## src/hw/scsg_cfg.svh

```systemverilog
// Constants for the system clock and sleep gating controller
`ifndef SCSG_CFG_SVH
`define SCSG_CFG_SVH
// Register addresses
`define SCSG_ADDR_LOCK_STATUS   8'h50
`define SCSG_ADDR_RUN_CFG       8'h60
`define SCSG_ADDR_PLL_XLATE     8'h64
`define SCSG_ADDR_RUN_CFG_EXT   8'h70
`define SCSG_ADDR_RUN_GATE      8'h80
`define SCSG_ADDR_SLEEP_GATE    8'h84
`define SCSG_ADDR_DSLEEP_GATE   8'h88
`define SCSG_ADDR_DSLEEP_CLK    8'h8C
// Field positions
`define SCSG_BIT_LOCK           0
`define SCSG_BIT_BYPASS         11
`define SCSG_BIT_PWRDN          13
`define SCSG_BIT_USESYS         22
`define SCSG_BIT_AUTOGATE       27
`define SCSG_BIT_USE_EXT        31
`define SCSG_CRYSTAL_SELECT_LSB           6
`define SCSG_OSC_LSB            4
`define SCSG_DIV_LSB            23
`define SCSG_DSCLK_LSB          4
// Reset values
`define SCSG_RST_RUN_CFG        32'h07A03AD1
`define SCSG_RST_RUN_CFG_EXT    32'h07802800
`define SCSG_RST_RUN_GATE       32'h00000040
`define SCSG_RST_DSLEEP_CLK     32'h07800000
// Lock wait start value
`define SCSG_LOCK_START         16'h1200
// Forced divider in deep sleep
`define SCSG_DS_DIV_BASIC       6'h0F
`define SCSG_DS_DIV_EXT         6'h3F
`endif

```

## src/hw/scsg_pkg.sv

```systemverilog
// Types for the system clock and sleep gating controller
package scsg_pkg;
  typedef enum logic [2:0] {
    SCSG_SRC_FAST_OSC, SCSG_SRC_FAST_DIV4, SCSG_SRC_MAIN_OSC, SCSG_SRC_SLOW_OSC, SCSG_SRC_PLL
  } scsg_src_t;
  typedef struct packed {
    scsg_src_t  source;
    logic [5:0] divider;
    logic       use_divider;
    logic       pll_on;
    logic       main_osc_on;
  } scsg_clk_sel_t;
endpackage

```

## src/hw/scsg_ctrl.sv

```systemverilog
// System clock selection, PLL lock wait and sleep-mode clock gating
//
// Strobed register access and the register offsets were left to the implementer.
`timescale 1ns/1ns
`include "scsg_cfg.svh"
module scsg_ctrl #(
  parameter int GATE_W = 32
) (
  // Clock and reset
  input  wire logic              clock,
  input  wire logic              arst_n,
  // Register port
  input  wire logic [7:0]        reg_addr,
  input  wire logic [31:0]       reg_wdata,
  input  wire logic              reg_wr,
  input  wire logic              reg_rd,
  output logic [31:0]            reg_rdata,
  // Core sleep handshake
  input  wire logic              wait_for_interrupt_instr,
  input  wire logic              deep_sleep_enable,
  input  wire logic              irq_pending,
  // Main oscillator tick for the lock counter
  input  wire logic              main_osc_tick,
  // Clock selection and gating outputs
  output scsg_pkg::scsg_clk_sel_t clk_sel,
  output logic                   fast_osc_on,
  output logic                   slow_osc_on,
  output logic                   core_clk_en,
  output logic [GATE_W-1:0]      periph_clk_en,
  output logic [31:0]            pll_translation,
  output logic                   pll_lock_raw_flag
);
  // ************************************************************
  // Types and state
  // ************************************************************
  typedef enum logic [1:0] {SCSG_RUN, SCSG_SLEEP, SCSG_DSLEEP, SCSG_WAKE} scsg_mode_t;

  logic [31:0]      run_clock_config, next_run_clock_config;
  logic [31:0]      run_clock_config_ext, next_run_clock_config_ext;
  logic [GATE_W-1:0] run_gating_regs, next_run_gating_regs;
  logic [GATE_W-1:0] sleep_gating_regs, next_sleep_gating_regs;
  logic [GATE_W-1:0] deep_sleep_gating_regs, next_deep_sleep_gating_regs;
  logic [31:0]      deep_sleep_clock_cfg, next_deep_sleep_clock_cfg;
  logic [15:0]      lock_count, next_lock_count;
  logic             lock_flag, next_lock_flag;
  scsg_mode_t       mode, next_mode;
  logic [31:0]      rdata, next_rdata;
  scsg_pkg::scsg_clk_sel_t sel_q, next_sel;

  // ************************************************************
  // Effective configuration
  // ************************************************************
  logic       use_ext;
  logic       bypass, pwrdn, usesys, autogate;
  logic [1:0] osc_src;
  logic [5:0] system_divider;
  logic [3:0] crystal_select;
  logic       relock;

  always_comb begin
    use_ext  = run_clock_config_ext[`SCSG_BIT_USE_EXT];
    autogate = run_clock_config[`SCSG_BIT_AUTOGATE];
    usesys   = run_clock_config[`SCSG_BIT_USESYS];
    crystal_select = run_clock_config[`SCSG_CRYSTAL_SELECT_LSB +: 4];
    if (use_ext) begin
      bypass  = run_clock_config_ext[`SCSG_BIT_BYPASS];
      pwrdn   = run_clock_config_ext[`SCSG_BIT_PWRDN];
      osc_src = run_clock_config_ext[`SCSG_OSC_LSB +: 2];
      system_divider  = run_clock_config_ext[`SCSG_DIV_LSB +: 6];
    end else begin
      bypass  = run_clock_config[`SCSG_BIT_BYPASS];
      pwrdn   = run_clock_config[`SCSG_BIT_PWRDN];
      osc_src = run_clock_config[`SCSG_OSC_LSB +: 2];
      system_divider  = {2'h0, run_clock_config[`SCSG_DIV_LSB +: 4]};
    end
  end

  // Crystal number to PLL multiplier/divider, fixed in hardware
  // Registered from the next config so it never lags the crystal field
  logic [31:0] xlate_q, next_xlate;
  always_comb begin
    next_xlate = {18'h0, 5'h0, 5'(next_run_clock_config[`SCSG_CRYSTAL_SELECT_LSB +: 4]) + 5'h01, 4'h0};
  end

  // ************************************************************
  // Registers and lock counter
  // ************************************************************
  logic crystal_select_wr_change, pwrup_edge, pwrdn_wr;
  always_comb begin
    // Rewriting the same crystal number leaves a running lock wait alone
    crystal_select_wr_change = reg_wr && reg_addr == `SCSG_ADDR_RUN_CFG &&
                     reg_wdata[`SCSG_CRYSTAL_SELECT_LSB +: 4] != crystal_select;
    // Judged on next values: turning the extended register on can also wake the PLL
    if (next_run_clock_config_ext[`SCSG_BIT_USE_EXT])
      pwrdn_wr = next_run_clock_config_ext[`SCSG_BIT_PWRDN];
    else
      pwrdn_wr = next_run_clock_config[`SCSG_BIT_PWRDN];
    pwrup_edge = pwrdn && !pwrdn_wr;
    relock = crystal_select_wr_change || pwrup_edge;
  end

  always_comb begin
    next_run_clock_config       = run_clock_config;
    next_run_clock_config_ext   = run_clock_config_ext;
    next_run_gating_regs        = run_gating_regs;
    next_sleep_gating_regs      = sleep_gating_regs;
    next_deep_sleep_gating_regs = deep_sleep_gating_regs;
    next_deep_sleep_clock_cfg   = deep_sleep_clock_cfg;
    next_rdata                  = 32'h0;
    if (reg_wr) begin
      case (reg_addr)
        `SCSG_ADDR_RUN_CFG:     next_run_clock_config = reg_wdata;
        `SCSG_ADDR_RUN_CFG_EXT: next_run_clock_config_ext = reg_wdata;
        `SCSG_ADDR_RUN_GATE:    next_run_gating_regs = reg_wdata[GATE_W-1:0];
        `SCSG_ADDR_SLEEP_GATE:  next_sleep_gating_regs = reg_wdata[GATE_W-1:0];
        `SCSG_ADDR_DSLEEP_GATE: next_deep_sleep_gating_regs = reg_wdata[GATE_W-1:0];
        `SCSG_ADDR_DSLEEP_CLK:  next_deep_sleep_clock_cfg = reg_wdata;
        default: ;
      endcase
    end
    if (reg_rd) begin
      case (reg_addr)
        `SCSG_ADDR_LOCK_STATUS: next_rdata = {31'h0, lock_flag};
        `SCSG_ADDR_RUN_CFG:     next_rdata = run_clock_config;
        `SCSG_ADDR_PLL_XLATE:   next_rdata = pll_translation;
        `SCSG_ADDR_RUN_CFG_EXT: next_rdata = run_clock_config_ext;
        `SCSG_ADDR_RUN_GATE:    next_rdata = 32'(run_gating_regs);
        `SCSG_ADDR_SLEEP_GATE:  next_rdata = 32'(sleep_gating_regs);
        `SCSG_ADDR_DSLEEP_GATE: next_rdata = 32'(deep_sleep_gating_regs);
        `SCSG_ADDR_DSLEEP_CLK:  next_rdata = deep_sleep_clock_cfg;
        default:                next_rdata = 32'h0;
      endcase
    end
  end

  always_comb begin
    next_lock_count = lock_count;
    next_lock_flag  = lock_flag;
    if (relock) begin
      next_lock_count = `SCSG_LOCK_START;
      next_lock_flag  = 1'b0;
    end else if (main_osc_tick && lock_count != 16'h0) begin
      next_lock_count = lock_count - 16'h1;
      if (lock_count == 16'h1 && !pwrdn)
        next_lock_flag = 1'b1;
    end
    // Powered-down PLL drops its lock flag one cycle after pwrdn is set; power-up relocks anyway
    if (pwrdn)
      next_lock_flag = 1'b0;
  end

  // ************************************************************
  // Mode machine and clock selection
  // ************************************************************
  // Run-mode selection, also what sleep keeps unchanged
  scsg_pkg::scsg_clk_sel_t run_sel;
  logic pll_usable;
  always_comb begin
    pll_usable = !pwrdn && lock_flag;
    run_sel.pll_on      = !pwrdn;
    run_sel.main_osc_on = 1'b1;
    run_sel.divider     = system_divider;
    run_sel.use_divider = usesys && !bypass;
    case (osc_src)
      2'h0:    run_sel.source = scsg_pkg::SCSG_SRC_MAIN_OSC;
      2'h1:    run_sel.source = scsg_pkg::SCSG_SRC_FAST_OSC;
      2'h2:    run_sel.source = scsg_pkg::SCSG_SRC_FAST_DIV4;
      default: run_sel.source = scsg_pkg::SCSG_SRC_SLOW_OSC;
    endcase
    if (!bypass && pll_usable)
      run_sel.source = scsg_pkg::SCSG_SRC_PLL;
    if (bypass)
      run_sel.use_divider = 1'b0;
  end

  logic [1:0] ds_osc;
  always_comb begin
    ds_osc    = deep_sleep_clock_cfg[`SCSG_DSCLK_LSB +: 2];
    next_mode = mode;
    next_sel  = sel_q;
    case (mode)
      SCSG_RUN: begin
        next_sel = run_sel;
        if (wait_for_interrupt_instr && !irq_pending) begin
          next_mode = deep_sleep_enable ? SCSG_DSLEEP : SCSG_SLEEP;
          if (deep_sleep_enable) begin
            if (ds_osc != 2'h0) begin
              next_sel.main_osc_on = 1'b0;
              next_sel.source = (ds_osc == 2'h1) ? scsg_pkg::SCSG_SRC_FAST_OSC : scsg_pkg::SCSG_SRC_SLOW_OSC;
            end else begin
              // Main oscillator is the deep-sleep default, whatever Run used
              next_sel.source = scsg_pkg::SCSG_SRC_MAIN_OSC;
            end
            if (run_sel.pll_on) begin
              next_sel.pll_on      = 1'b0;
              next_sel.use_divider = 1'b1;
              next_sel.divider     = use_ext ? `SCSG_DS_DIV_EXT : `SCSG_DS_DIV_BASIC;
            end
          end
        end
      end
      SCSG_SLEEP: begin
        next_sel = run_sel;
        if (irq_pending)
          next_mode = SCSG_RUN;
      end
      SCSG_DSLEEP: begin
        if (irq_pending) begin
          next_sel  = run_sel;
          next_mode = SCSG_WAKE;
        end
      end
      SCSG_WAKE: begin
        // Clock restored one cycle before core clocks come back
        next_sel  = run_sel;
        next_mode = SCSG_RUN;
      end
      default: next_mode = SCSG_RUN;
    endcase
  end

  // ************************************************************
  // Outputs
  // ************************************************************
  always_comb begin
    core_clk_en = (mode == SCSG_RUN);
    fast_osc_on = (sel_q.source == scsg_pkg::SCSG_SRC_FAST_OSC) ||
                  (sel_q.source == scsg_pkg::SCSG_SRC_FAST_DIV4);
    slow_osc_on = (sel_q.source == scsg_pkg::SCSG_SRC_SLOW_OSC);
    case (mode)
      SCSG_RUN:    periph_clk_en = run_gating_regs;
      SCSG_SLEEP:  periph_clk_en = autogate ? sleep_gating_regs : run_gating_regs;
      SCSG_DSLEEP: periph_clk_en = autogate ? deep_sleep_gating_regs : run_gating_regs;
      default:     periph_clk_en = '0;
    endcase
    clk_sel           = sel_q;
    reg_rdata         = rdata;
    pll_translation   = xlate_q;
    pll_lock_raw_flag = lock_flag;
  end

  // ************************************************************
  // State registers
  // ************************************************************
  // Reset branch holds constants only; translation resets to the reset crystal
  always_ff @(posedge clock or negedge arst_n) begin
    if (!arst_n) begin
      run_clock_config       <= `SCSG_RST_RUN_CFG;
      run_clock_config_ext   <= `SCSG_RST_RUN_CFG_EXT;
      run_gating_regs        <= GATE_W'(`SCSG_RST_RUN_GATE);
      sleep_gating_regs      <= GATE_W'(`SCSG_RST_RUN_GATE);
      deep_sleep_gating_regs <= GATE_W'(`SCSG_RST_RUN_GATE);
      deep_sleep_clock_cfg   <= `SCSG_RST_DSLEEP_CLK;
      lock_count             <= 16'h0;
      lock_flag              <= 1'b0;
      mode                   <= SCSG_RUN;
      rdata                  <= 32'h0;
      xlate_q                <= {18'h0, 5'h0, 5'(4'(`SCSG_RST_RUN_CFG >> `SCSG_CRYSTAL_SELECT_LSB)) + 5'h01, 4'h0};
      sel_q                  <= '{source: scsg_pkg::SCSG_SRC_FAST_OSC, divider: 6'h0,
                                  use_divider: 1'b0, pll_on: 1'b0, main_osc_on: 1'b1};
    end else begin
      run_clock_config       <= next_run_clock_config;
      run_clock_config_ext   <= next_run_clock_config_ext;
      run_gating_regs        <= next_run_gating_regs;
      sleep_gating_regs      <= next_sleep_gating_regs;
      deep_sleep_gating_regs <= next_deep_sleep_gating_regs;
      deep_sleep_clock_cfg   <= next_deep_sleep_clock_cfg;
      lock_count             <= next_lock_count;
      lock_flag              <= next_lock_flag;
      mode                   <= next_mode;
      rdata                  <= next_rdata;
      xlate_q                <= next_xlate;
      sel_q                  <= next_sel;
    end
  end
endmodule // scsg_ctrl

```

## config.mk

```make
export PLATFORM = sky130hd
export DESIGN_NAME = scsg_ctrl
export DESIGN_NICKNAME = d
export VERILOG_FILES = /design/src/hw/scsg_pkg.sv /design/src/hw/scsg_ctrl.sv
export VERILOG_INCLUDE_DIRS = /design/src /design/src/hw
export SDC_FILE = /design/constraint.sdc
export NUM_CORES = 1
export LEC_CHECK = 0
export BUFFER_PORTS_ARGS = -buffer_cell sky130_fd_sc_hd__buf_2
export CAP_MARGIN = 25
export CORE_AREA = 4 4 158 160
export CTS_CLUSTER_SIZE = 14
export DETAILED_ROUTE_END_ITERATION = 16
export DIE_AREA = 0 0 162 164
export GPL_TIMING_DRIVEN = 0
export MAX_ROUTING_LAYER = met4
export PLACE_DENSITY = 0.78
export SYNTH_ARGS = -nofsm -noshare
export SYNTH_HDL_FRONTEND = slang
export SYNTH_SLANG_ARGS = --single-unit
```

## constraint.sdc

```tcl
create_clock -name clock -period 3.4 [get_ports clock]
set_clock_uncertainty 0.2 [all_clocks]
set_input_delay 0.17 -clock clock [delete_from_list [all_inputs] [get_ports clock]]
set_output_delay 0.17 -clock clock [all_outputs]
set_load 0.01 [all_outputs]
```

**Word-level counts from Yosys, hierarchy flattened**

Index checks and enable logic that the tools add are counted.

- Add/subtract/negate cells: 2
- Mux-type cells: 37
- Equality and inequality tests: 21
- Reductions and logical operators: 32

Operator list:

| kind | number |
|---|---|
| $pmux 32 s8 | 1 |
| $mux 32 | 5 |
| $pmux 32 s3 | 1 |
| $mux 12 | 3 |
| $pmux 12 s3 | 1 |
| $eq 8x7->1 const B | 4 |
| $eq 8x8->1 const B | 4 |
| $mux 16 | 2 |
| $mux 14 | 2 |
| $eq 16x1->1 const B | 1 |
| $reduce_bool 16->1 | 1 |
| $sub 16x1->16 const B | 1 |
| $mux 2 | 7 |
| $reduce_and 2->1 | 7 |
| $mux 6 | 2 |
| $logic_and 1x1->1 | 9 |
| $mux 1 | 9 |
| $mux 8 | 1 |
| $pmux 2 s4 | 1 |
| $eq 2x1->1 const B | 3 |
| $eq 2x2->1 const B | 3 |
| $pmux 2 s3 | 1 |
| $reduce_bool 3->1 | 2 |
| $add 4x1->5 const B | 1 |
| 13 further kinds | 20 |

- Output and inout port bits: 112
- Register bits: 260
- Input bits: 48

**Logic depth before layout (Yosys ltp)**

Gate-level depths: netlist of run 1.

- Word-level depth: 9
- Gate-level depth with buffers: 10
- Gate-level depth less buffers: 7

**Worst setup path before layout of run 1**

No wires, ideal clock.

- Kind: input to register
- Start point: input reg_addr[4]
- End point: register xlate_q[8], in the netlist pll_translation[8]
- Cell stages on the path: 9
- Data required time: 3.081 ns
- Setup slack: 1.331 ns
- Arrival: 1.750 ns
- Buffers on the path: 4
- Cells stage by stage: buf_4 > and4bb_2 > buf_4 > nand3_2 > buf_4 > buf_6 > mux2_2 > ha_1 > and2_1

- Cells in the longest elaborated chain, start to end: 4

Ends and longest elaborated chain:

| what | line | RTL |
|---|---|---|
| start: declaration | scsg_ctrl.sv:13 | `input wire logic [7:0] reg_addr,` |
| $eq 8x7->1 | scsg_ctrl.sv:111 | `case (reg_addr)` |
| $mux 14 | scsg_ctrl.sv:111 |  |
| $mux 14 | scsg_ctrl.sv:110 | `if (reg_wr) begin` |
| named net next_run_clock_config[7] | scsg_ctrl.sv:38 | `logic [31:0] run_clock_config, next_run_clock_config;` |
| $add 4x1->5 | scsg_ctrl.sv:82 | `` next_xlate = {18'h0, 5'h0, 5'(next_run_clock_config[`SCSG_CRYSTAL_SELECT_LSB +: 4]) + 5'h01, 4'h0}; `` |
| named net next_xlate[8] | scsg_ctrl.sv:80 | `logic [31:0] xlate_q, next_xlate;` |
| end signal: assignment | scsg_ctrl.sv:258 | `` xlate_q <= {18'h0, 5'h0, 5'(4'(`SCSG_RST_RUN_CFG >> `SCSG_CRYSTAL_SELECT_LSB)) + 5'h01, 4'h0}; `` |
| end signal: assignment | scsg_ctrl.sv:272 | `xlate_q <= next_xlate;` |
| end: declaration | scsg_ctrl.sv:80 |  |

The timed path passes the listed nets, and every way through them passes these cells.
A chain may end at the register's enable or synchronous reset.

**Worst setup path after layout of run 1**

- Start point: register mode[0]
- End point: output periph_clk_en[31]

- Cells in the longest elaborated chain, start to end: 2

Ends and longest elaborated chain:

| what | line | RTL |
|---|---|---|
| start: declaration | scsg_ctrl.sv:46 | `scsg_mode_t mode, next_mode;` |
| start signal: assignment | scsg_ctrl.sv:270 | `mode <= next_mode;` |
| $eq 2x2->1 (tied with other cells) | scsg_ctrl.sv:230 | `case (mode)` |
| $pmux 32 s3 (*) | scsg_ctrl.sv:230 |  |
| end: declaration | scsg_ctrl.sv:29 | `output logic [GATE_W-1:0] periph_clk_en,` |

Every way passes the cells marked *; elsewhere a longest branch is shown, timed or not.

==> results.md, run 1 <==
- Outcome: finished, violations left
- Violations in the final reports: negative hold slack
- Clock latency on the worst-skew pair: 0.55 ns
- P_int: 0.005861 W
- CP max stage cell: clkbuf_1
- First-pass GRT wire length: 58280 um
- Antenna violations before repair: 1
- Io pins: 160
- Leak pwr: 7.361 nW
- Syn_area_per_cell: 11.46 um2
- DP HPWL: 25150 um
- TNS Setup: 0 ns
- Worst min path class: in2async
- Reg2Reg Depth: 5
- Mapped Area: 0.01277 mm2
- Final WL: 38150 um
- TritonCTS clock tree: done
- R2r startpoint: mode[1]
- Vias in the first global route: 10306
- Synth Warn #: 0
- Placed insts: 1590
- Post-synth cell types: 66
- Die W: 162 um
- Ys async rst share: 1.000
- Hold Fails Final Rpt: 1
- Final worst path period need: 3.279 ns
- Nets@finish: 1394
- Setup Buffers After CTS: 0
- Post-DR wirelength/cell: 22.65 um
- RSZ-0062 raised after global routing: false
- Clk network pwr share: 0.378
- Peak supply drop: 0.4555 mV
- WS Path Type: reg2out
- GRT Total Usage: 0.2899
- Root buffer cell: clkbuf_16
- Arr. time, crit path: 2.91 ns
- Clock sink total: 260
- Cells after synthesis: 1115
- Fin util: 0.6564
- GR Overflow Total: 0
- R2r endpoint: clk_sel[3]
- H-tree depth: 1
- Predominant post-synthesis flop cell: dfrtp_1
- Reg2reg setup slack: 0.79 ns
- Clock Path Buffers: 3
- Syn-to-layout area delta: 20.27%
- Final period utilization: 0.9645
- Setup crit end kind: primary output
- Max-slew headroom: 0.2087
- Largest delay contributor family on the critical path: buffers and inverters
- Sequential share of power: 0.431
- Critical path startpoint category: register
- Switching power: 0.002433 W
- PwrDens: 539.9 mW/mm2
- Die H: 164 um
- Crit path max fanout: 10
- Slew @ Worst Pin: 1.178 ns
- Post-synth EDFFs: 0
- Post-route DRC: 0
- TritonRoute pass-1 iters: 6
- Core box area: 0.02340 mm2
- Sw Ratio: 0.2934
- Post-DRT Antenna Nets: 0
- Initial DRC count: 1127
- DIE AREA: 0.02657 mm2
- Power Total: 0.008294 W
- Final setup violating endpoints: 0
- Pre-CTS setup slack: 0.8405 ns
- Buf/Inv on CP: 3
- Starting Density: 0.5458
- Number of gates given a new drive strength after cts: 0
- Num rows: 56
- #FFs+latches synth: 260
- Clock slew at reported path FFs: 0.07 ns
- Setup slack after layout: 0.1206 ns
- Number of max-cap violations: 0
- Share of layout cells above drive strength 1: 0.3248
- Detailed-route via count: 10175
- Comb pwr share: 0.190
- Max-slew violation count: 0
- Total CTS buffers: 28
- Largest net degree at the start of global routing: 104
- Fmax achieved: 304.9 MHz
- Most used cell, CP: clkbuf_1
- Fin cells: 1684
- Final Wtd Congestion: 0.9509
- WP data required: 3.03 ns
- Critical path, cell by cell: clkbuf_1 -> nor2_1 -> nor2b_1 -> clkbuf_1 -> o21ai_0 -> a21oi_1 -> buf_2
- Delay of the slowest critical-path stage: 0.56 ns
- Sequential fraction of the synthesis area: 0.5122
- Fin Hold WS: -0.002004 ns
- DR vias/cell: 6.042
- Port bufs: 128
layout by cell type, fill, tap and decap left out, types with 4 or more instances in the layout:
master         count
buf_4             38
o22ai_1           32
conb_1            27
xnor2_1           12
nor3_1             8
buf_6              7
or3_1              5
clkbuf_1          42
mux2_2           157
a211oi_1           4
nand3_1           37
a22oi_1           32
a21oi_1           77
a22o_1            26
o21ai_0           71
a31oi_1            7
mux2_1            64
nor4_1             6
mux2i_1           10
xor2_1             4
inv_1              7
nor2_1            30
dlygate4sd3_1     42
buf_1              9
dfrtp_1          231
nand2b_1           4
nand2_1           88
nor2b_1            5
buf_2            150
clkbuf_8           9
clkbuf_16         29
dfstp_2           29
timing repair:
item,4_1_cts,5_1_grt
endpoints found under the setup margin,0,0
endpoints found under the hold margin,369,0
hold buffers,42,0
through the flow:
| step | instance area, um2 | hold WS, ns |
|---|---|---|
| detailed placement | 13980 | -0.01647 |
| global placement | 13910 | 0.2614 |
| global route | 15360 | 0.04572 |
| CTS | 15360 | 0.01841 |
| finish | 15360 | -0.002004 |
| floorplan | 12870 | -0.3256 |
cell type report:
| cell class | count | area (um2) |
|---|---|---|
| Sequential cell | 260 | 6543 |
| Inverter | 8 | 30.03 |
| Multi-Input combinational cell | 760 | 5650 |
| Fill cell | 1819 | 8040 |
| Antenna cell | 1 | 2.502 |
| Buffer | 113 | 648.1 |
| Clock inverter | 7 | 91.34 |
| Clock buffer | 44 | 872.1 |
| Tap cell | 319 | 399.1 |
| Timing Repair Buffer | 172 | 1126 |
cell families (layout without fill, tap and decap cells):
family / after synthesis / after routing / synth area share
compound gates: 268 / 268 / 0.1307
xor+xnor: 16 / 16 / 0.01097
fa+ha+maj: 3 / 3 / 0.002939
buf+inv: 121 / 344 / 0.05309
flops: 260 / 260 / 0.5122
mux: 233 / 233 / 0.2056
other cells: 1 / 28 / 0.0002936
simple gates: 213 / 213 / 0.08424
cells in the mapped netlist (all sizes together), types with 2 or more instances:
cell type  count  share of area
a22oi         32          0.019
or3            6         0.0033
o32ai          3         0.0035
or4b           2         0.0016
mux2i         10         0.0078
buf           77          0.040
nor4b          2         0.0025
a211oi         5         0.0033
xnor2         12         0.0082
a211o          2         0.0014
and3b          2         0.0014
nor3          10         0.0047
o211ai         2         0.0012
and3           3         0.0015
nor2          30         0.0088
clkbuf        36          0.011
a21oi         77          0.030
o21ai         71          0.028
o22ai         32          0.016
a221oi         2         0.0014
dfrtp        231           0.45
dfstp         29          0.060
nand3b         3         0.0018
xor2           4         0.0027
nor4           7         0.0046
and2           3         0.0015
a31oi          7         0.0034
nand3         39          0.016
nand2         88          0.026
nor3b          2         0.0012
nand2b         4         0.0020
nor2b          5         0.0024
o31ai          2         0.0012
a22o          26          0.018
mux2         222           0.20
ha             3         0.0029
inv            7         0.0021
nor4bb         2         0.0016
sequential cells by signal, indices dropped and copies added, names as in the netlist, 2 cells and up:
signal	count
deep_sleep_clock_cfg	32
run_gating_regs	32
run_clock_config_ext	32
mode	2
deep_sleep_gating_regs	32
reg_rdata	32
lock_count	16
pll_translation	5
sleep_gating_regs	32
run_clock_config	32
clk_sel	12
metal layers:
metal  share of wire  up-vias  GRT usage  wire length [um]
li1                -     4492          -                 -
met1            0.39     4974     0.3667             14700
met2            0.47      584     0.4580             17930
met3           0.097      125    0.06073              3711
met4           0.047        0     0.1242              1802
met5               0        -          -                 0
power by group through the flow:
| stage | logic (W) | clock network, W | registers [W] |
|---|---|---|---|
| global placement | 0.00145 | 0 | 0.00360 |
| finish | 0.00158 | 0.00314 | 0.00358 |
| CTS | 0.00155 | 0.00317 | 0.00357 |
| detailed placement | 0.00149 | 0 | 0.00362 |
| floorplan | 0.000925 | 0 | 0.00359 |
| global route | 0.00171 | 0.00329 | 0.00361 |
how the worst max path moves through the flow:
| stage | startpoint | to | slack, ns | cells after the start |
|---|---|---|---|---|
| after floorplan | reg_addr[4] | pll_translation[8] | 1.33 | 9 |
| after global placement | arst_n | reg_rdata[31] | -2.72 | 1 |
| after detailed placement | mode[0] | periph_clk_en[5] | 0.84 | 7 |
| after CTS | mode[0] | periph_clk_en[5] | 0.25 | 7 |
| after global routing | mode[0] | periph_clk_en[12] | 0.01 | 7 |
| final | mode[0] | periph_clk_en[31] | 0.12 | 7 |
(Power assumes the default switching activity.)
==> inputs of run 2 (changes only) <==
--- a/config.mk
+++ b/config.mk
@@ -15,6 +15,7 @@
 export GPL_TIMING_DRIVEN = 0
 export MAX_ROUTING_LAYER = met4
 export PLACE_DENSITY = 0.78
+export RECOVER_POWER = 100
 export SYNTH_ARGS = -nofsm -noshare
 export SYNTH_HDL_FRONTEND = slang
 export SYNTH_SLANG_ARGS = --single-unit
==> run 2 against run 1 <==
Effect of this change:
- the run ends with max-capacitance violations, max-slew violations left
- via count up 0.62%
- critical path depth up 1
- hold slack better by 0.039 ns
- non-clock buffer count unchanged
- die area unchanged
- sequential share of layout area up 0.79 points
- total power down 0.47%
- final cell count unchanged
- largest cell class unchanged
==> results.md, run 2 (synthesized netlist as in run 1, its figures left out) <==
- Cell Area, Placed: 0.01398 mm2 (unchanged)
- TNS Setup: 0 ns (unchanged)
- GR Overflow Total: 0 (unchanged)
- DR vias/cell: 6.080 (was 6.042)
- Die W: 162 um (unchanged)
- Syn-to-layout area delta: 18.06% (was 20.27%)
- Starting Density: 0.5458 (unchanged)
- Sequential cell area: 0.006543 mm2 (unchanged)
- Nets@finish: 1394 (unchanged)
- Clock latency on the worst-skew pair: 0.54 ns (was 0.55 ns)
- Leak pwr: 6.921 nW (was 7.361 nW)
- GRT Total Usage: 0.2899 (unchanged)
- Fill count: 1899 (was 1819)
- Setup Buffers After CTS: 0 (unchanged)
- TritonCTS clock tree: done (unchanged)
- Outcome: finished, violations left (unchanged)
- Io pins: 160 (unchanged)
- WS Path Type: in2reg (was reg2out)
- Post-route DRC: 0 (unchanged)
- Die H: 164 um (unchanged)
- First-pass GRT wire length: 58280 um (unchanged)
- Final Wtd Congestion: 0.9509 (unchanged)
- Share of layout cells above drive strength 1: 0.2441 (was 0.3248)
- Crit path max fanout: 10 (unchanged)
- DP HPWL: 25150 um (unchanged)
- Antenna violations before repair: 1 (unchanged)
- Clock Path Buffers: 3 (unchanged)
- Num rows: 56 (unchanged)
- Peak supply drop: 0.4533 mV (was 0.4555 mV)
- Max-slew headroom: -0.2372 (was 0.2087)
- Largest net degree at the start of global routing: 104 (unchanged)
- Violations in the final reports: max-capacitance violations, max-slew violations (was negative hold slack)
- Core box area: 0.02340 mm2 (unchanged)
- Initial DRC count: 1044 (was 1127)
- Final worst path period need: 3.279 ns (about the same)
- Critical path startpoint category: input port (was register)
- Setup crit end kind: register (was primary output)
- WP data required: 3.61 ns (was 3.03 ns)
- Number of gates given a new drive strength after cts: 0 (unchanged)
- Post-DRT Antenna Nets: 0 (unchanged)
- Fmax achieved: 305.0 MHz (was 304.9 MHz)
- Number of max-cap violations: 1 (was 0)
- Total CTS buffers: 28 (unchanged)
- RSZ-0062 raised after global routing: false (unchanged)
- Fin Hold WS: 0.03741 ns (was -0.002004 ns)
- Max-slew violation count: 75 (was 0)
- DIE AREA: 0.02657 mm2 (unchanged)
- Final setup violating endpoints: 0 (unchanged)
- Power Total: 0.008255 W (was 0.008294 W)
- Clock slew at reported path FFs: 0.06 ns (was 0.07 ns)
- Slew @ Worst Pin: 1.856 ns (was 1.178 ns)
- Final Cell Area: 0.01508 mm2 (was 0.01536 mm2)
- TritonRoute pass-1 iters: 5 (was 6)
- Worst min path class: in2reg (was in2async)
- Post-DR wirelength/cell: 22.72 um (was 22.65 um)
- PwrDens: 547.4 mW/mm2 (was 539.9 mW/mm2)
- Final period utilization: 0.9645 (about the same)
- Arr. time, crit path: 3.49 ns (was 2.91 ns)
- Clock sink total: 260 (unchanged)
- Root buffer cell: clkbuf_16 (unchanged)
- Fin util: 0.6444 (was 0.6564)
- Vias in the first global route: 10306 (unchanged)
- Hold Fails Final Rpt: 0 (was 1)
- Most common cell after layout, fill and taps aside: dfrtp_1 (unchanged)
- Multi-input logic area: 0.005585 mm2 (was 0.005650 mm2)
- Detailed-route via count: 10238 (was 10175)
- Final WL: 38260 um (was 38150 um)
- Most frequent cells in the layout: dfrtp_1, mux2_2, clkbuf_1 (was dfrtp_1, mux2_2, buf_2)
- H-tree depth: 1 (unchanged)
- Hold Buf Count CTS: 42 (unchanged)
- Port bufs: 128 (unchanged)
-- run 2: power by group --
group	switching, W	internal [W]	total, W
Sequential	0.000218	0.00336	0.00358
Clock	0.00123	0.00190	0.00314
Combinational	0.000979	0.000561	0.00154
Total	0.00243	0.00582	0.00826
-- run 2: layer usage --
metal / vias up / track usage / routed length (um) / share of wire
met1: 5014 / 0.3667 / 14760 / 0.39
met3: 147 / 0.06073 / 3837 / 0.10
met2: 599 / 0.4580 / 17770 / 0.46
met5: - / - / 0 / 0
li1: 4478 / - / - / -
met4: 0 / 0.1242 / 1897 / 0.050
-- run 2: path summary, 6_finish.rpt --
kind,depth (start not counted),to,start,slack (ns)
max in group asynchronous,4,run_gating_regs[6],arst_n,0.48
worst min-delay path,6,reg_rdata[0],reg_addr[6],0.04
worst max register to register,5,clk_sel[3],mode[1],0.27
min in group asynchronous,2,deep_sleep_gating_regs[26],arst_n,0.50
worst max-delay path,8,deep_sleep_clock_cfg[22],reg_addr[5],0.12
worst min register to register,1,deep_sleep_clock_cfg[3],deep_sleep_clock_cfg[3],0.28
-- run 2: cell type report --
type / instances / share of cell area
Clock inverter: 7 / 0.006057
Sequential cell: 260 / 0.4338
Timing Repair Buffer: 172 / 0.06588
Buffer: 113 / 0.03742
Tap cell: 319 / 0.02647
Clock buffer: 44 / 0.05783
Inverter: 8 / 0.001991
Multi-Input combinational cell: 760 / 0.3704
Antenna cell: 1 / 0.0001659
-- run 2: metrics by stage --
| step | setup WS, ns | cells |
|---|---|---|
| final | 0.1208 | 1684 |
| after global routing | 0.009128 | 1684 |
| after CTS | 0.2511 | 1683 |
| after detailed placement | 0.8405 | 1590 |
| after global placement | -2.716 | 1588 |
| after floorplan | 1.331 | 1141 |
-- run 2: critical path: stages --
cell	delay [ns]
dlygate4sd3_1	0.55
clkbuf_1	0.19
nor4b_1	0.83
and2_0	0.39
and4_1	0.23
clkbuf_1	0.29
clkbuf_2	0.45
mux2_1	0.38
